<file path="src/logic/ebs_defs.svh">
// offsets, field positions and reset values of the bus cycle sequencer
`ifndef EBS_DEFS_SVH
`define EBS_DEFS_SVH
`define EBS_TIMING0_OFS 12'h000
`define EBS_TIMING1_OFS 12'h004
`define EBS_CTRL_OFS 12'h008
`define EBS_REQ_OFS 12'h00C
`define EBS_STATUS_OFS 12'h010
`define EBS_RDATA_OFS 12'h014
`define EBS_AB_POS 0
`define EBS_XAB_POS 1
`define EBS_C_POS 3
`define EBS_D_POS 5
`define EBS_E_POS 6
`define EBS_F_POS 11
`define EBS_MUX_POS 13
`define EBS_TIMING_RST 32'h0000_0000
`define EBS_REQ_WR_POS 24
`define EBS_REQ_WIN_POS 25
`define EBS_REQ_BYTE_POS 26
`endif

</file>
<file path="src/logic/ebs_pkg.sv">
// types shared by the bus cycle sequencer
package ebs_pkg;
  typedef enum logic [2:0] {
    EBS_IDLE = 3'h0,
    EBS_SETUP = 3'h1,
    EBS_CMD = 3'h3,
    EBS_DSET = 3'h2,
    EBS_ACC = 3'h6,
    EBS_HOLD = 3'h7
  } ebs_phase_e;
  typedef logic [13:0] ebs_timing_t;
endpackage

</file>
<file path="src/logic/ebs_sequencer.sv">
// external bus cycle sequencer with apb register access
//
// Added by the designer: the APB interface to the registers and the placing of the registers.
`timescale 1ns/1ns
`default_nettype none
`include "ebs_defs.svh"
module ebs_sequencer
  import ebs_pkg::*;
(
  // clock, reset, enable
  input wire logic pclk,
  input wire logic presetn,
  input wire logic clk_en,
  // apb slave
  input wire logic psel,
  input wire logic penable,
  input wire logic pwrite,
  input wire logic [11:0] paddr,
  input wire logic [31:0] pwdata,
  output logic [31:0] prdata,
  output logic pready,
  output logic pslverr,
  // external bus
  output logic [15:0] bus_addr,
  output logic [15:0] bus_dout,
  output logic bus_doe_n,
  input wire logic [15:0] bus_din,
  output logic addr_latch,
  output logic rd_n,
  output logic wr_n,
  output logic cs_n,
  output logic upper_byte_select_n,
  output logic bus_reference_clock
);
  import ebs_pkg::*;

  ////////////////////////////////////////////////////////////////
  // registers
  ebs_timing_t bus_phase_timing_ctrl0;
  ebs_timing_t bus_phase_timing_ctrl1;
  logic [15:0] rdata;
  logic [15:0] req_addr;
  logic [15:0] req_wdata;
  logic req_wr;
  logic req_win;
  logic req_byte;
  logic busy;
  logic last_win;
  logic pend;
  ebs_phase_e phase;
  logic [4:0] cnt;

  // apb decode; every access completes in its first access cycle
  wire apb_go = psel & penable & clk_en;
  wire apb_wr = apb_go & pwrite;
  wire sel_t0 = paddr == `EBS_TIMING0_OFS;
  wire sel_t1 = paddr == `EBS_TIMING1_OFS;
  wire sel_req = paddr == `EBS_REQ_OFS;
  wire sel_st = paddr == `EBS_STATUS_OFS;
  wire sel_rd = paddr == `EBS_RDATA_OFS;
  wire mapped = sel_t0 | sel_t1 | sel_req | sel_st | sel_rd;
  // a request written while busy is refused with an error; the access edge
  // obeys the verdict given at setup, so a cycle ending in between cannot
  // accept a request that was already answered with an error
  wire req_take = apb_wr & sel_req & ~pslverr;
  wire [31:0] rd_mux = sel_t0 ? {18'h0, bus_phase_timing_ctrl0} :
                       sel_t1 ? {18'h0, bus_phase_timing_ctrl1} :
                       sel_st ? {31'h0, busy | pend} :
                       sel_rd ? {16'h0, rdata} : 32'h0;

  // timing setting of the window being served
  wire ebs_timing_t tsel = req_win ? bus_phase_timing_ctrl1 : bus_phase_timing_ctrl0;
  wire shared_addr_data_mode = tsel[`EBS_MUX_POS];
  wire [4:0] len_ab = {4'h0, tsel[`EBS_AB_POS]} + 5'h1
                      + ((req_win != last_win) ? {3'h0, tsel[`EBS_XAB_POS+:2]} : 5'h0);
  wire [4:0] len_c = {3'h0, tsel[`EBS_C_POS+:2]};
  wire [4:0] len_d = {4'h0, tsel[`EBS_D_POS]};
  wire [4:0] len_e = tsel[`EBS_E_POS+:5]; // access length minus one
  wire [4:0] len_f = {3'h0, tsel[`EBS_F_POS+:2]};
  wire phase_end = cnt == 5'h0;

  // next phase: zero-length phases are skipped in fixed order
  ebs_phase_e next_phase;
  logic [4:0] next_cnt;
  always_comb begin
    next_phase = phase;
    next_cnt = cnt - 5'h1;
    unique case (phase)
      EBS_IDLE: begin
        next_cnt = cnt;
        if (pend) begin
          next_phase = EBS_SETUP;
          next_cnt = len_ab - 5'h1;
        end
      end
      EBS_SETUP, EBS_CMD, EBS_DSET: begin
        if (phase_end) begin
          if (phase == EBS_SETUP && len_c != 5'h0) begin
            next_phase = EBS_CMD;
            next_cnt = len_c - 5'h1;
          end else if (phase != EBS_DSET && len_d != 5'h0) begin
            next_phase = EBS_DSET;
            next_cnt = 5'h0;
          end else begin
            next_phase = EBS_ACC;
            next_cnt = len_e;
          end
        end
      end
      EBS_ACC: begin
        if (phase_end) begin
          next_phase = (len_f != 5'h0) ? EBS_HOLD : EBS_IDLE;
          next_cnt = len_f - 5'h1;
        end
      end
      EBS_HOLD: begin
        if (phase_end) begin
          next_phase = EBS_IDLE;
          next_cnt = 5'h0;
        end
      end
      default: begin
        next_phase = EBS_IDLE;
        next_cnt = 5'h0;
      end
    endcase
  end

  wire acc_end = phase == EBS_ACC && phase_end;
  wire in_cycle = phase != EBS_IDLE;
  wire next_strobe = next_phase == EBS_ACC;
  wire next_drive = req_wr & (next_phase != EBS_IDLE) &
                    ~(shared_addr_data_mode & next_phase == EBS_SETUP);

  ////////////////////////////////////////////////////////////////
  // apb registers
  always_ff @(posedge pclk or negedge presetn) begin
    if (!presetn) begin
      bus_phase_timing_ctrl0 <= 14'h0000;
      bus_phase_timing_ctrl1 <= 14'h0000;
      req_addr <= 16'h0000;
      req_wdata <= 16'h0000;
      req_wr <= 1'b0;
      req_win <= 1'b0;
      req_byte <= 1'b0;
      prdata <= 32'h0000_0000;
      pready <= 1'b0;
      pslverr <= 1'b0;
    end else if (clk_en) begin
      pready <= psel & ~penable;
      pslverr <= psel & ~penable & (~mapped | (pwrite & sel_req & (busy | pend)));
      prdata <= rd_mux;
      if (apb_wr & sel_t0) bus_phase_timing_ctrl0 <= pwdata[13:0];
      if (apb_wr & sel_t1) bus_phase_timing_ctrl1 <= pwdata[13:0];
      if (req_take) begin
        req_addr <= pwdata[15:0];
        req_wdata <= pwdata[23:16] == 8'h0 ? req_wdata : {pwdata[23:16], pwdata[23:16]};
        req_wr <= pwdata[`EBS_REQ_WR_POS];
        req_win <= pwdata[`EBS_REQ_WIN_POS];
        req_byte <= pwdata[`EBS_REQ_BYTE_POS];
      end
    end
  end

  ////////////////////////////////////////////////////////////////
  // phase sequencer and read capture
  always_ff @(posedge pclk or negedge presetn) begin
    if (!presetn) begin
      phase <= EBS_IDLE;
      cnt <= 5'h0;
      pend <= 1'b0;
      busy <= 1'b0;
      last_win <= 1'b0;
      rdata <= 16'h0000;
    end else if (clk_en) begin
      phase <= next_phase;
      cnt <= next_cnt;
      pend <= req_take | (pend & phase != EBS_IDLE);
      if (phase == EBS_IDLE && pend) begin
        busy <= 1'b1;
        last_win <= req_win;
      end else if (in_cycle && next_phase == EBS_IDLE) busy <= 1'b0;
      // same edge that raises the strobe; memory holds data till then
      // the data meet a setup time to this edge of our own clock, so no
      // synchroniser: one would hand back stale data on short accesses
      if (acc_end & ~req_wr) rdata <= bus_din;
    end
  end

  ////////////////////////////////////////////////////////////////
  // bus pins, all registered
  always_ff @(posedge pclk or negedge presetn) begin
    if (!presetn) begin
      bus_addr <= 16'h0000;
      bus_dout <= 16'h0000;
      bus_doe_n <= 1'b1;
      addr_latch <= 1'b0;
      rd_n <= 1'b1;
      wr_n <= 1'b1;
      cs_n <= 1'b1;
      upper_byte_select_n <= 1'b1;
      bus_reference_clock <= 1'b0;
    end else if (clk_en) begin
      bus_reference_clock <= ~bus_reference_clock;
      cs_n <= next_phase == EBS_IDLE;
      addr_latch <= shared_addr_data_mode & next_phase == EBS_SETUP;
      bus_addr <= next_phase != EBS_IDLE ? req_addr : bus_addr;
      upper_byte_select_n <= next_phase == EBS_IDLE ? 1'b1 : req_byte;
      rd_n <= ~(next_strobe & ~req_wr);
      wr_n <= ~(next_strobe & req_wr);
      // shared mode puts the address on data lines in setup
      bus_dout <= (shared_addr_data_mode & next_phase == EBS_SETUP) ? req_addr : req_wdata;
      bus_doe_n <= ~(next_drive | (shared_addr_data_mode & next_phase == EBS_SETUP));
    end
  end

  ////////////////////////////////////////////////////////////////
  // assertions
  strobe_in_acc_a: assert property (@(posedge pclk) disable iff (!presetn)
    (!rd_n || !wr_n) |-> $past(phase) == EBS_ACC || phase == EBS_ACC)
    else $error("strobe outside access");
  hold_no_strobe_a: assert property (@(posedge pclk) disable iff (!presetn)
    phase == EBS_HOLD && $past(phase) == EBS_HOLD |-> rd_n && wr_n)
    else $error("strobe in hold");
  order_a: assert property (@(posedge pclk) disable iff (!presetn)
    clk_en && phase == EBS_ACC && next_phase != EBS_ACC |-> next_phase inside {EBS_HOLD, EBS_IDLE})
    else $error("bad order after access");
  setup_len_a: assert property (@(posedge pclk) disable iff (!presetn)
    phase == EBS_IDLE && next_phase == EBS_SETUP |-> len_ab >= 5'h1 && len_ab <= 5'h5)
    else $error("setup length out of range");
  win_change_a: assert property (@(posedge pclk) disable iff (!presetn)
    phase == EBS_IDLE && pend && req_win == last_win |-> len_ab == {4'h0, tsel[`EBS_AB_POS]} + 5'h1)
    else $error("extension without window change");
  dset_one_a: assert property (@(posedge pclk) disable iff (!presetn)
    clk_en && phase == EBS_DSET |=> phase != EBS_DSET)
    else $error("data setup longer than one");
  wr_drive_a: assert property (@(posedge pclk) disable iff (!presetn)
    !wr_n |-> !bus_doe_n && bus_dout == req_wdata)
    else $error("write data not driven");
  rd_cap_a: assert property (@(posedge pclk) disable iff (!presetn)
    clk_en && acc_end && !req_wr |=> rdata == $past(bus_din) && rd_n)
    else $error("read capture wrong");
  timing_sel_a: assert property (@(posedge pclk) disable iff (!presetn)
    in_cycle |-> $stable(req_win) && $stable(req_addr) && $stable(req_wr))
    else $error("window or request changed inside a cycle");
  read_c: cover property (@(posedge pclk) disable iff (!presetn) acc_end && !req_wr);
  write_c: cover property (@(posedge pclk) disable iff (!presetn) acc_end && req_wr);
  hold_c: cover property (@(posedge pclk) disable iff (!presetn) phase == EBS_HOLD);
  ext_c: cover property (@(posedge pclk) disable iff (!presetn) phase == EBS_IDLE && pend && req_win != last_win);
endmodule
`default_nettype wire

</file>
<file path="config.mk">
export PLATFORM = sky130hd
export DESIGN_NAME = ebs_sequencer
export DESIGN_NICKNAME = d
export VERILOG_FILES = /design/src/logic/ebs_pkg.sv /design/src/logic/ebs_sequencer.sv
export VERILOG_INCLUDE_DIRS = /design/src /design/src/logic
export SDC_FILE = /design/constraint.sdc
export NUM_CORES = 1
export LEC_CHECK = 0
export BUFFER_PORTS_ARGS = -buffer_cell sky130_fd_sc_hd__buf_4
export CAP_MARGIN = 5
export CORE_ASPECT_RATIO = 1.25
export CORE_MARGIN = 5
export CORE_UTILIZATION = 40
export CTS_CLUSTER_DIAMETER = 150
export DETAILED_ROUTE_END_ITERATION = 16
export GPL_TIMING_DRIVEN = 0
export PLACE_DENSITY = 0.7
export SLEW_MARGIN = 20
export SYNTH_ARGS = -nofsm -noshare
export SYNTH_HDL_FRONTEND = slang
export SYNTH_SLANG_ARGS = --single-unit
</file>
<file path="constraint.sdc">
create_clock -name pclk -period 2.8 [get_ports pclk]
set_clock_uncertainty 0.05 [all_clocks]
set_input_delay 0.56 -clock pclk [delete_from_list [all_inputs] [get_ports pclk]]
set_output_delay 0.56 -clock pclk [all_outputs]
set_load 0.005 [all_outputs]
</file>
==> results of run 1 <==
## placed cells by master (no fill, tap or decap), types with 3 or more instances in the layout
cell type / instances
buf_2: 4
o31ai_1: 7
dfrtp_1: 133
clkbuf_1: 24
a21oi_1: 9
a21o_1: 3
clkinvlp_4: 3
bufinv_16: 4
mux2i_1: 7
nand3_1: 35
nor4_1: 4
clkbuf_16: 17
dfstp_2: 5
nand2b_1: 3
inv_1: 21
nor2_1: 34
mux2_1: 10
conb_1: 16
clkinv_4: 4
ha_1: 6
a22oi_1: 3
nand2_1: 15
nor2b_1: 4
buf_4: 133
mux2_2: 93
o22ai_1: 4
buf_6: 3
a22o_1: 18
nor3_1: 3
o21ai_0: 33
a31oi_1: 17
## state kept, by name, summed over array words and instances (netlist names), 3 cells and up
register                count
req_addr                   16
cnt                         5
phase                       3
rdata                      16
req_wdata                   8
bus_dout                   16
prdata                     16
bus_phase_timing_ctrl0     14
bus_phase_timing_ctrl1     14
bus_addr                   16
## metal layers
| layer | vias to the layer above | global-route usage, % | share of wire, % |
|---|---|---|---|
| met5 | - | 0 | 0 |
| met4 | 0 | 7.520 | 2.7 |
| met3 | 30 | 5.585 | 6.3 |
| met2 | 199 | 32.50 | 50 |
| met1 | 2491 | 23.83 | 41 |
| li1 | 2305 | - | - |
## cell families (layout without fill, tap and decap cells)
logic type,count (synthesis),in the layout,synth area share (%)
adders and majority gates,7,7,1.330
other,1,16,0.05694
muxes,114,114,19.47
AOI/OAI and AO/OA,109,109,11.23
buffers and inverters,74,223,5.452
DFF,139,139,52.91
xor gates and xnor gates,3,3,0.3990
and+or+nand+nor,115,115,9.156
## layout make-up
cell class / count / share of cell area, %
tap: 216 / 3.175
buffer: 51 / 3.351
clock buffer: 18 / 5.042
clock inverter: 14 / 2.308
inverter: 21 / 0.9261
sequential: 139 / 40.95
multi-input combinational: 364 / 33.43
timing repair buffer: 119 / 10.82
## repair_timing
item,4_1_cts,5_1_grt
buffers inserted,1,2
resized for setup,7,8
setup endpoints to repair,60,46
pin swaps,1,1
## worst max-delay path, cell delays in order, from the launching register on
cell and delay [ps]:
dfrtp_2 490, buf_6 200, mux2i_2 170, ha_1 240
nor4b_4 430, a31oi_2 90, o21a_1 340, o21ai_0 360
a31oi_1 150
## metrics by stage
step	setup TNS, ps	instance area [um2]	hold WS (ps)
final	0	8512	5.004
after global routing	0	8512	20.00
after detailed placement	-31460	7812	412.6
after CTS	0	8461	11.02
after global placement	-27430	7777	418.1
after floorplan	0	6644	214.4
## power by group through the flow
| stage | clock [mW] | sequential, mW | combinational, mW |
|---|---|---|---|
| floorplan | 0 | 2.32 | 0.859 |
| global placement | 0 | 2.35 | 1.25 |
| detailed placement | 0 | 2.36 | 1.28 |
| CTS | 2.41 | 2.32 | 1.30 |
| global route | 2.50 | 2.34 | 1.45 |
| finish | 2.37 | 2.32 | 1.32 |
## worst min path at each step
stage / end / depth (start not counted)
finish: bus_addr[12] / 1
floorplan: addr_latch / 0
global route: rdata[11] / 1
global placement: bus_reference_clock / 1
CTS: bus_addr[12] / 1
detailed placement: bus_reference_clock / 1
==> flow_summary.json, run 1 <==
{
  "status": "completed",
  "async_reset_ff_share_pct": 100.0,
  "p_total_mw": 6.024,
  "wl_per_cell_um": 19.59,
  "ir_drop_mv": 0.4451,
  "p_int_mw": 4.279,
  "synth_ff_type": "dfrtp_1",
  "cts_sinks": 139,
  "cp-startpoint": "req_win",
  "seq_power_share_pct": 38.6,
  "drc": 0,
  "grt_pass1_vias": 5280,
  "reg2reg_from": "req_win",
  "nNetsFinal": 786,
  "dieArea_um2": 19150,
  "antenna_found_initial": 0,
  "drive_above_1_share_pct": 40.08,
  "drtIter0Drc": 293,
  "syn-cell-area_um2": 6586,
  "synth_top_cell_area_share_pct": 50.91,
  "grt_setup_unrepaired": "false",
  "place_inst": 909,
  "worst_slack_ps": 110.9,
  "port_buffers": 115,
  "drtAntennaViolNets": 0,
  "numCtsBuffers": 17,
  "diodes": 0,
  "via_count": 5025,
  "rr_endpoint": "bus_dout[7]",
  "grt_use_total_pct": 19.45,
  "path_class": "flip-flop to flip-flop",
  "syn_inst": 562,
  "tritoncts": "built",
  "fill_cells": 1411,
  "grt_pass1_wl_mm": 29.10,
  "comb_power_share_pct": 22.0,
  "swShare_pct": 28.96,
  "powerDensity_nw_per_um2": 707.7,
  "clkPwrFrac_pct": 39.4,
  "clock_latency_ps": 420,
  "synth_most_common_cell": "dfrtp_1",
  "multi_input_comb_area_um2": 2845,
  "min_period_ps": 2689,
  "utilization_pct": 52.54,
  "dp_hpwl_mm": 13.68,
  "r2r_cells": 8,
  "row_count": 52,
  "ys_warn_count": 0,
  "ys_ff_latch": 139,
  "die_x_um": 124.8,
  "firstDrtPassIters": 5,
  "cap_violations": 0,
  "h-tree-depth": 4,
  "clockBufferDepth": 2,
  "die_y_um": 153.5,
  "cp.arrival_ps": 2910,
  "critPathLaunchType": "flip-flop",
  "grt_max_degree": 87,
  "globalRoute.totalOverflow": 0,
  "hold_class": "input pin to async pin",
  "clkTransAtPathRegs_ps": 60,
  "gp_congestion": 0.8729,
  "pin_count": 139,
  "critPathMaxFanout": 10,
  "area_growth_syn_to_layout_pct": 29.24,
  "drt_wl_total_mm": 18.45,
  "pre_cts_ws_ps": -589.6,
  "final-seq-area_um2": 3486,
  "synth_cell_type_count": 58,
  "p_leak_nw": 4.074,
  "synth_edf_count": 0,
  "required_ps": 3020,
  "synth_area_leader_cell": "dfrtp_1",
  "syn_avg_cell_area_um2": 11.72,
  "synth_common_cells": "134 x dfrtp_1, 93 x mux2_2, 35 x nand3_1",
  "setup_viol": 0,
  "start_util_pct": 40.65,
  "maxSlewViolCount": 0,
  "worstMarginPinSlew_ps": 771.1,
  "crit_path_end_kind": "flip-flop",
  "fmax_mhz": 371.9,
  "root_buffer": "clkbuf_16",
  "finalCritPeriodShare_pct": 96.04,
  "design.core.area_um2": 16200,
  "synth_area_leaders": "dfrtp_1 51%, mux2_2 16%, nand3_1 2.7%, o21ai_0 2.5%, a22o_1 2.4%",
  "hold_buffers": 0,
  "routed_via_density": 5.334,
  "fin_cells": 942,
  "max-slew-margin-rel_pct": 47.92,
  "endpoint": "bus_dout[7]",
  "reg2reg_slack_ps": 110,
  "p_sw_mw": 1.744,
  "hold_viol_final": 0,
  "ys_seq_area_share_pct": 52.91
}
No activity file was read; power rests on OpenSTA's default activity.
==> inputs of run 2 (changes only) <==
--- a/config.mk
+++ b/config.mk
@@ -10,11 +10,12 @@
 export CAP_MARGIN = 5
 export CORE_ASPECT_RATIO = 1.25
 export CORE_MARGIN = 5
-export CORE_UTILIZATION = 40
+export CORE_UTILIZATION = 50
 export CTS_CLUSTER_DIAMETER = 150
 export DETAILED_ROUTE_END_ITERATION = 16
 export GPL_TIMING_DRIVEN = 0
-export PLACE_DENSITY = 0.7
+export PLACE_DENSITY = 0.83
+export SKIP_CTS_REPAIR_TIMING = 1
 export SLEW_MARGIN = 20
 export SYNTH_ARGS = -nofsm -noshare
 export SYNTH_HDL_FRONTEND = slang
==> run 2 against run 1 <==
  * Worst hold slack better by 17 ps
  * Total power is 2.7% higher
  * Maximum frequency is 0.58% higher
  * Via count is 2.6% higher
  * Core utilization is 12 points higher
  * Combinational power hardly changed
  * First-iteration DRC count is 14% higher
  * Final area is 0.10% higher
  * Sequential share of layout area hardly changed
  * Critical path type unchanged
  * Largest power group unchanged
==> flow_summary.json, run 2 (same netlist as run 1, synthesis figures left out) <==
{
  "status": "completed",
  "area_growth_syn_to_layout_pct": 29.37,
  "via_count": 5157,
  "powerDensity_nw_per_um2": 725.9,
  "row_count": 47,
  "tritoncts": "built",
  "grt_use_total_pct": 23.42,
  "required_ps": 3060,
  "fmax_mhz": 374.0,
  "utilization_pct": 64.97,
  "worstMarginPinSlew_ps": 787.5,
  "drtIter0Drc": 333,
  "drc": 0,
  "finalCritPeriodShare_pct": 95.48,
  "cpPeakStageDelay_ps": 520,
  "globalRoute.totalOverflow": 0,
  "place_inst": 864,
  "tns_ps": 0,
  "port_buffers": 115,
  "clkTransAtPathRegs_ps": 60,
  "fin_cells": 903,
  "critPathMaxFanout": 10,
  "path_class": "flip-flop to flip-flop",
  "max-slew-margin-rel_pct": 46.81,
  "gp_congestion": 0.8824,
  "hold_viol_final": 0,
  "drive_above_1_share_pct": 40.44,
  "hold_class": "input pin to async pin",
  "antenna_found_initial": 0,
  "drt_wl_total_mm": 18.21,
  "crit_family": "compound AO/OA/AOI/OAI gates",
  "numCtsBuffers": 17,
  "dp_hpwl_mm": 13.30,
  "die_y_um": 138.3,
  "firstDrtPassIters": 5,
  "cap_violations": 0,
  "setup_viol": 0,
  "path_cells": "inv_1 -> ha_1 -> or4b_4 -> buf_6 -> a32oi_2 -> o21ai_2 -> o21ai_4 -> buf_4 -> mux2_2",
  "p_leak_nw": 4.127,
  "placed_cell_area_um2": 7756,
  "min_period_ps": 2674,
  "die_x_um": 112.7,
  "drtAntennaViolNets": 0,
  "critPathSlowestCell": "or4b_4",
  "clock_latency_ps": 420,
  "final_common_cell": "buf_4",
  "maxSlewViolCount": 0,
  "grt_pass1_wl_mm": 28.82,
  "cp.arrival_ps": 2930,
  "design.core.area_um2": 13110,
  "start_util_pct": 50.22,
  "grt_max_degree": 76,
  "pin_count": 139,
  "root_buffer": "clkbuf_16",
  "cts_sinks": 139,
  "path_buf_inv": 3,
  "dieArea_um2": 15580,
  "final_cell_area_um2": 8521,
  "diodes": 0,
  "grt_pass1_vias": 5404,
  "wl_per_cell_um": 20.16,
  "crit_path_end_kind": "flip-flop",
  "ir_drop_mv": 0.3647,
  "grt_setup_unrepaired": "false",
  "routed_via_density": 5.711,
  "final_cell_mix": "138 x buf_4, 133 x dfrtp_1, 93 x mux2_2",
  "nNetsFinal": 792,
  "h-tree-depth": 4,
  "clockBufferDepth": 2,
  "critPathLaunchType": "flip-flop"
}
[run 2: layout make-up]
type / instances / area [um2]
clock inverter: 13 / 214.0
tap: 171 / 214.0
buffer: 52 / 290.3
timing repair buffer: 124 / 958.4
inverter: 21 / 78.83
sequential: 139 / 3486
clock buffer: 19 / 452.9
multi-input combinational: 364 / 2826
fill: 947 / 4593
[run 2: path summary, 6_finish.rpt]
check                                    startpoint                        end  slack [ps]  depth (start not counted)
worst max-delay path                         cnt[0]                bus_addr[1]         130                          9
worst min register to register  bus_reference_clock        bus_reference_clock         410                          1
max in group asynchronous                   presetn  bus_phase_timing_ctrl0[6]        1930                          2
min in group pclk                        pwdata[24]                     req_wr         320                          2
worst min-delay path                        presetn        bus_reference_clock          20                          1
worst max register to register               cnt[0]                bus_addr[1]         130                          9
[run 2: per-stage QoR]
| stage | hold WS, ps | power, mW | setup slack [ps] |
|---|---|---|---|
| 2_1_floorplan | 214.4 | 3.175 | 55.13 |
| 3_3_place_gp | 410.6 | 3.569 | -508.8 |
| 3_5_place_dp | 405.0 | 3.625 | -615.3 |
| 4_1_cts | 40.59 | 6.129 | -704.0 |
| 5_1_grt | 62.85 | 6.409 | 13.61 |
| 6_report | 22.14 | 6.185 | 126.5 |
[run 2: report_power, final]
group	leakage, nW	switching [mW]	internal [mW]
Clock	0.320	0.886	1.63
Combinational	1.94	0.743	0.599
Sequential	1.87	0.128	2.20
Total	4.13	1.76	4.43
[run 2: routing by layer]
metal  GRT usage (%)  up-vias  share of wire, %  wire length [um]
met1           28.59     2596                40              7247
met3           5.114       40               5.8              1051
met4           10.13        0               3.0               554
met5               0        -                 0                 0
li1                -     2310                 -                 -
met2           39.73      211                51              9353
[run 2: worst reg2reg max path, delay by kind of cell (launching register included)]
family,cells,cell delay (ps)
AOI/OAI and AO/OA,3,560
DFF,1,390
and+or+nand+nor,1,520
buffers and inverters,3,450
muxes,1,350
adders and majority gates,1,250
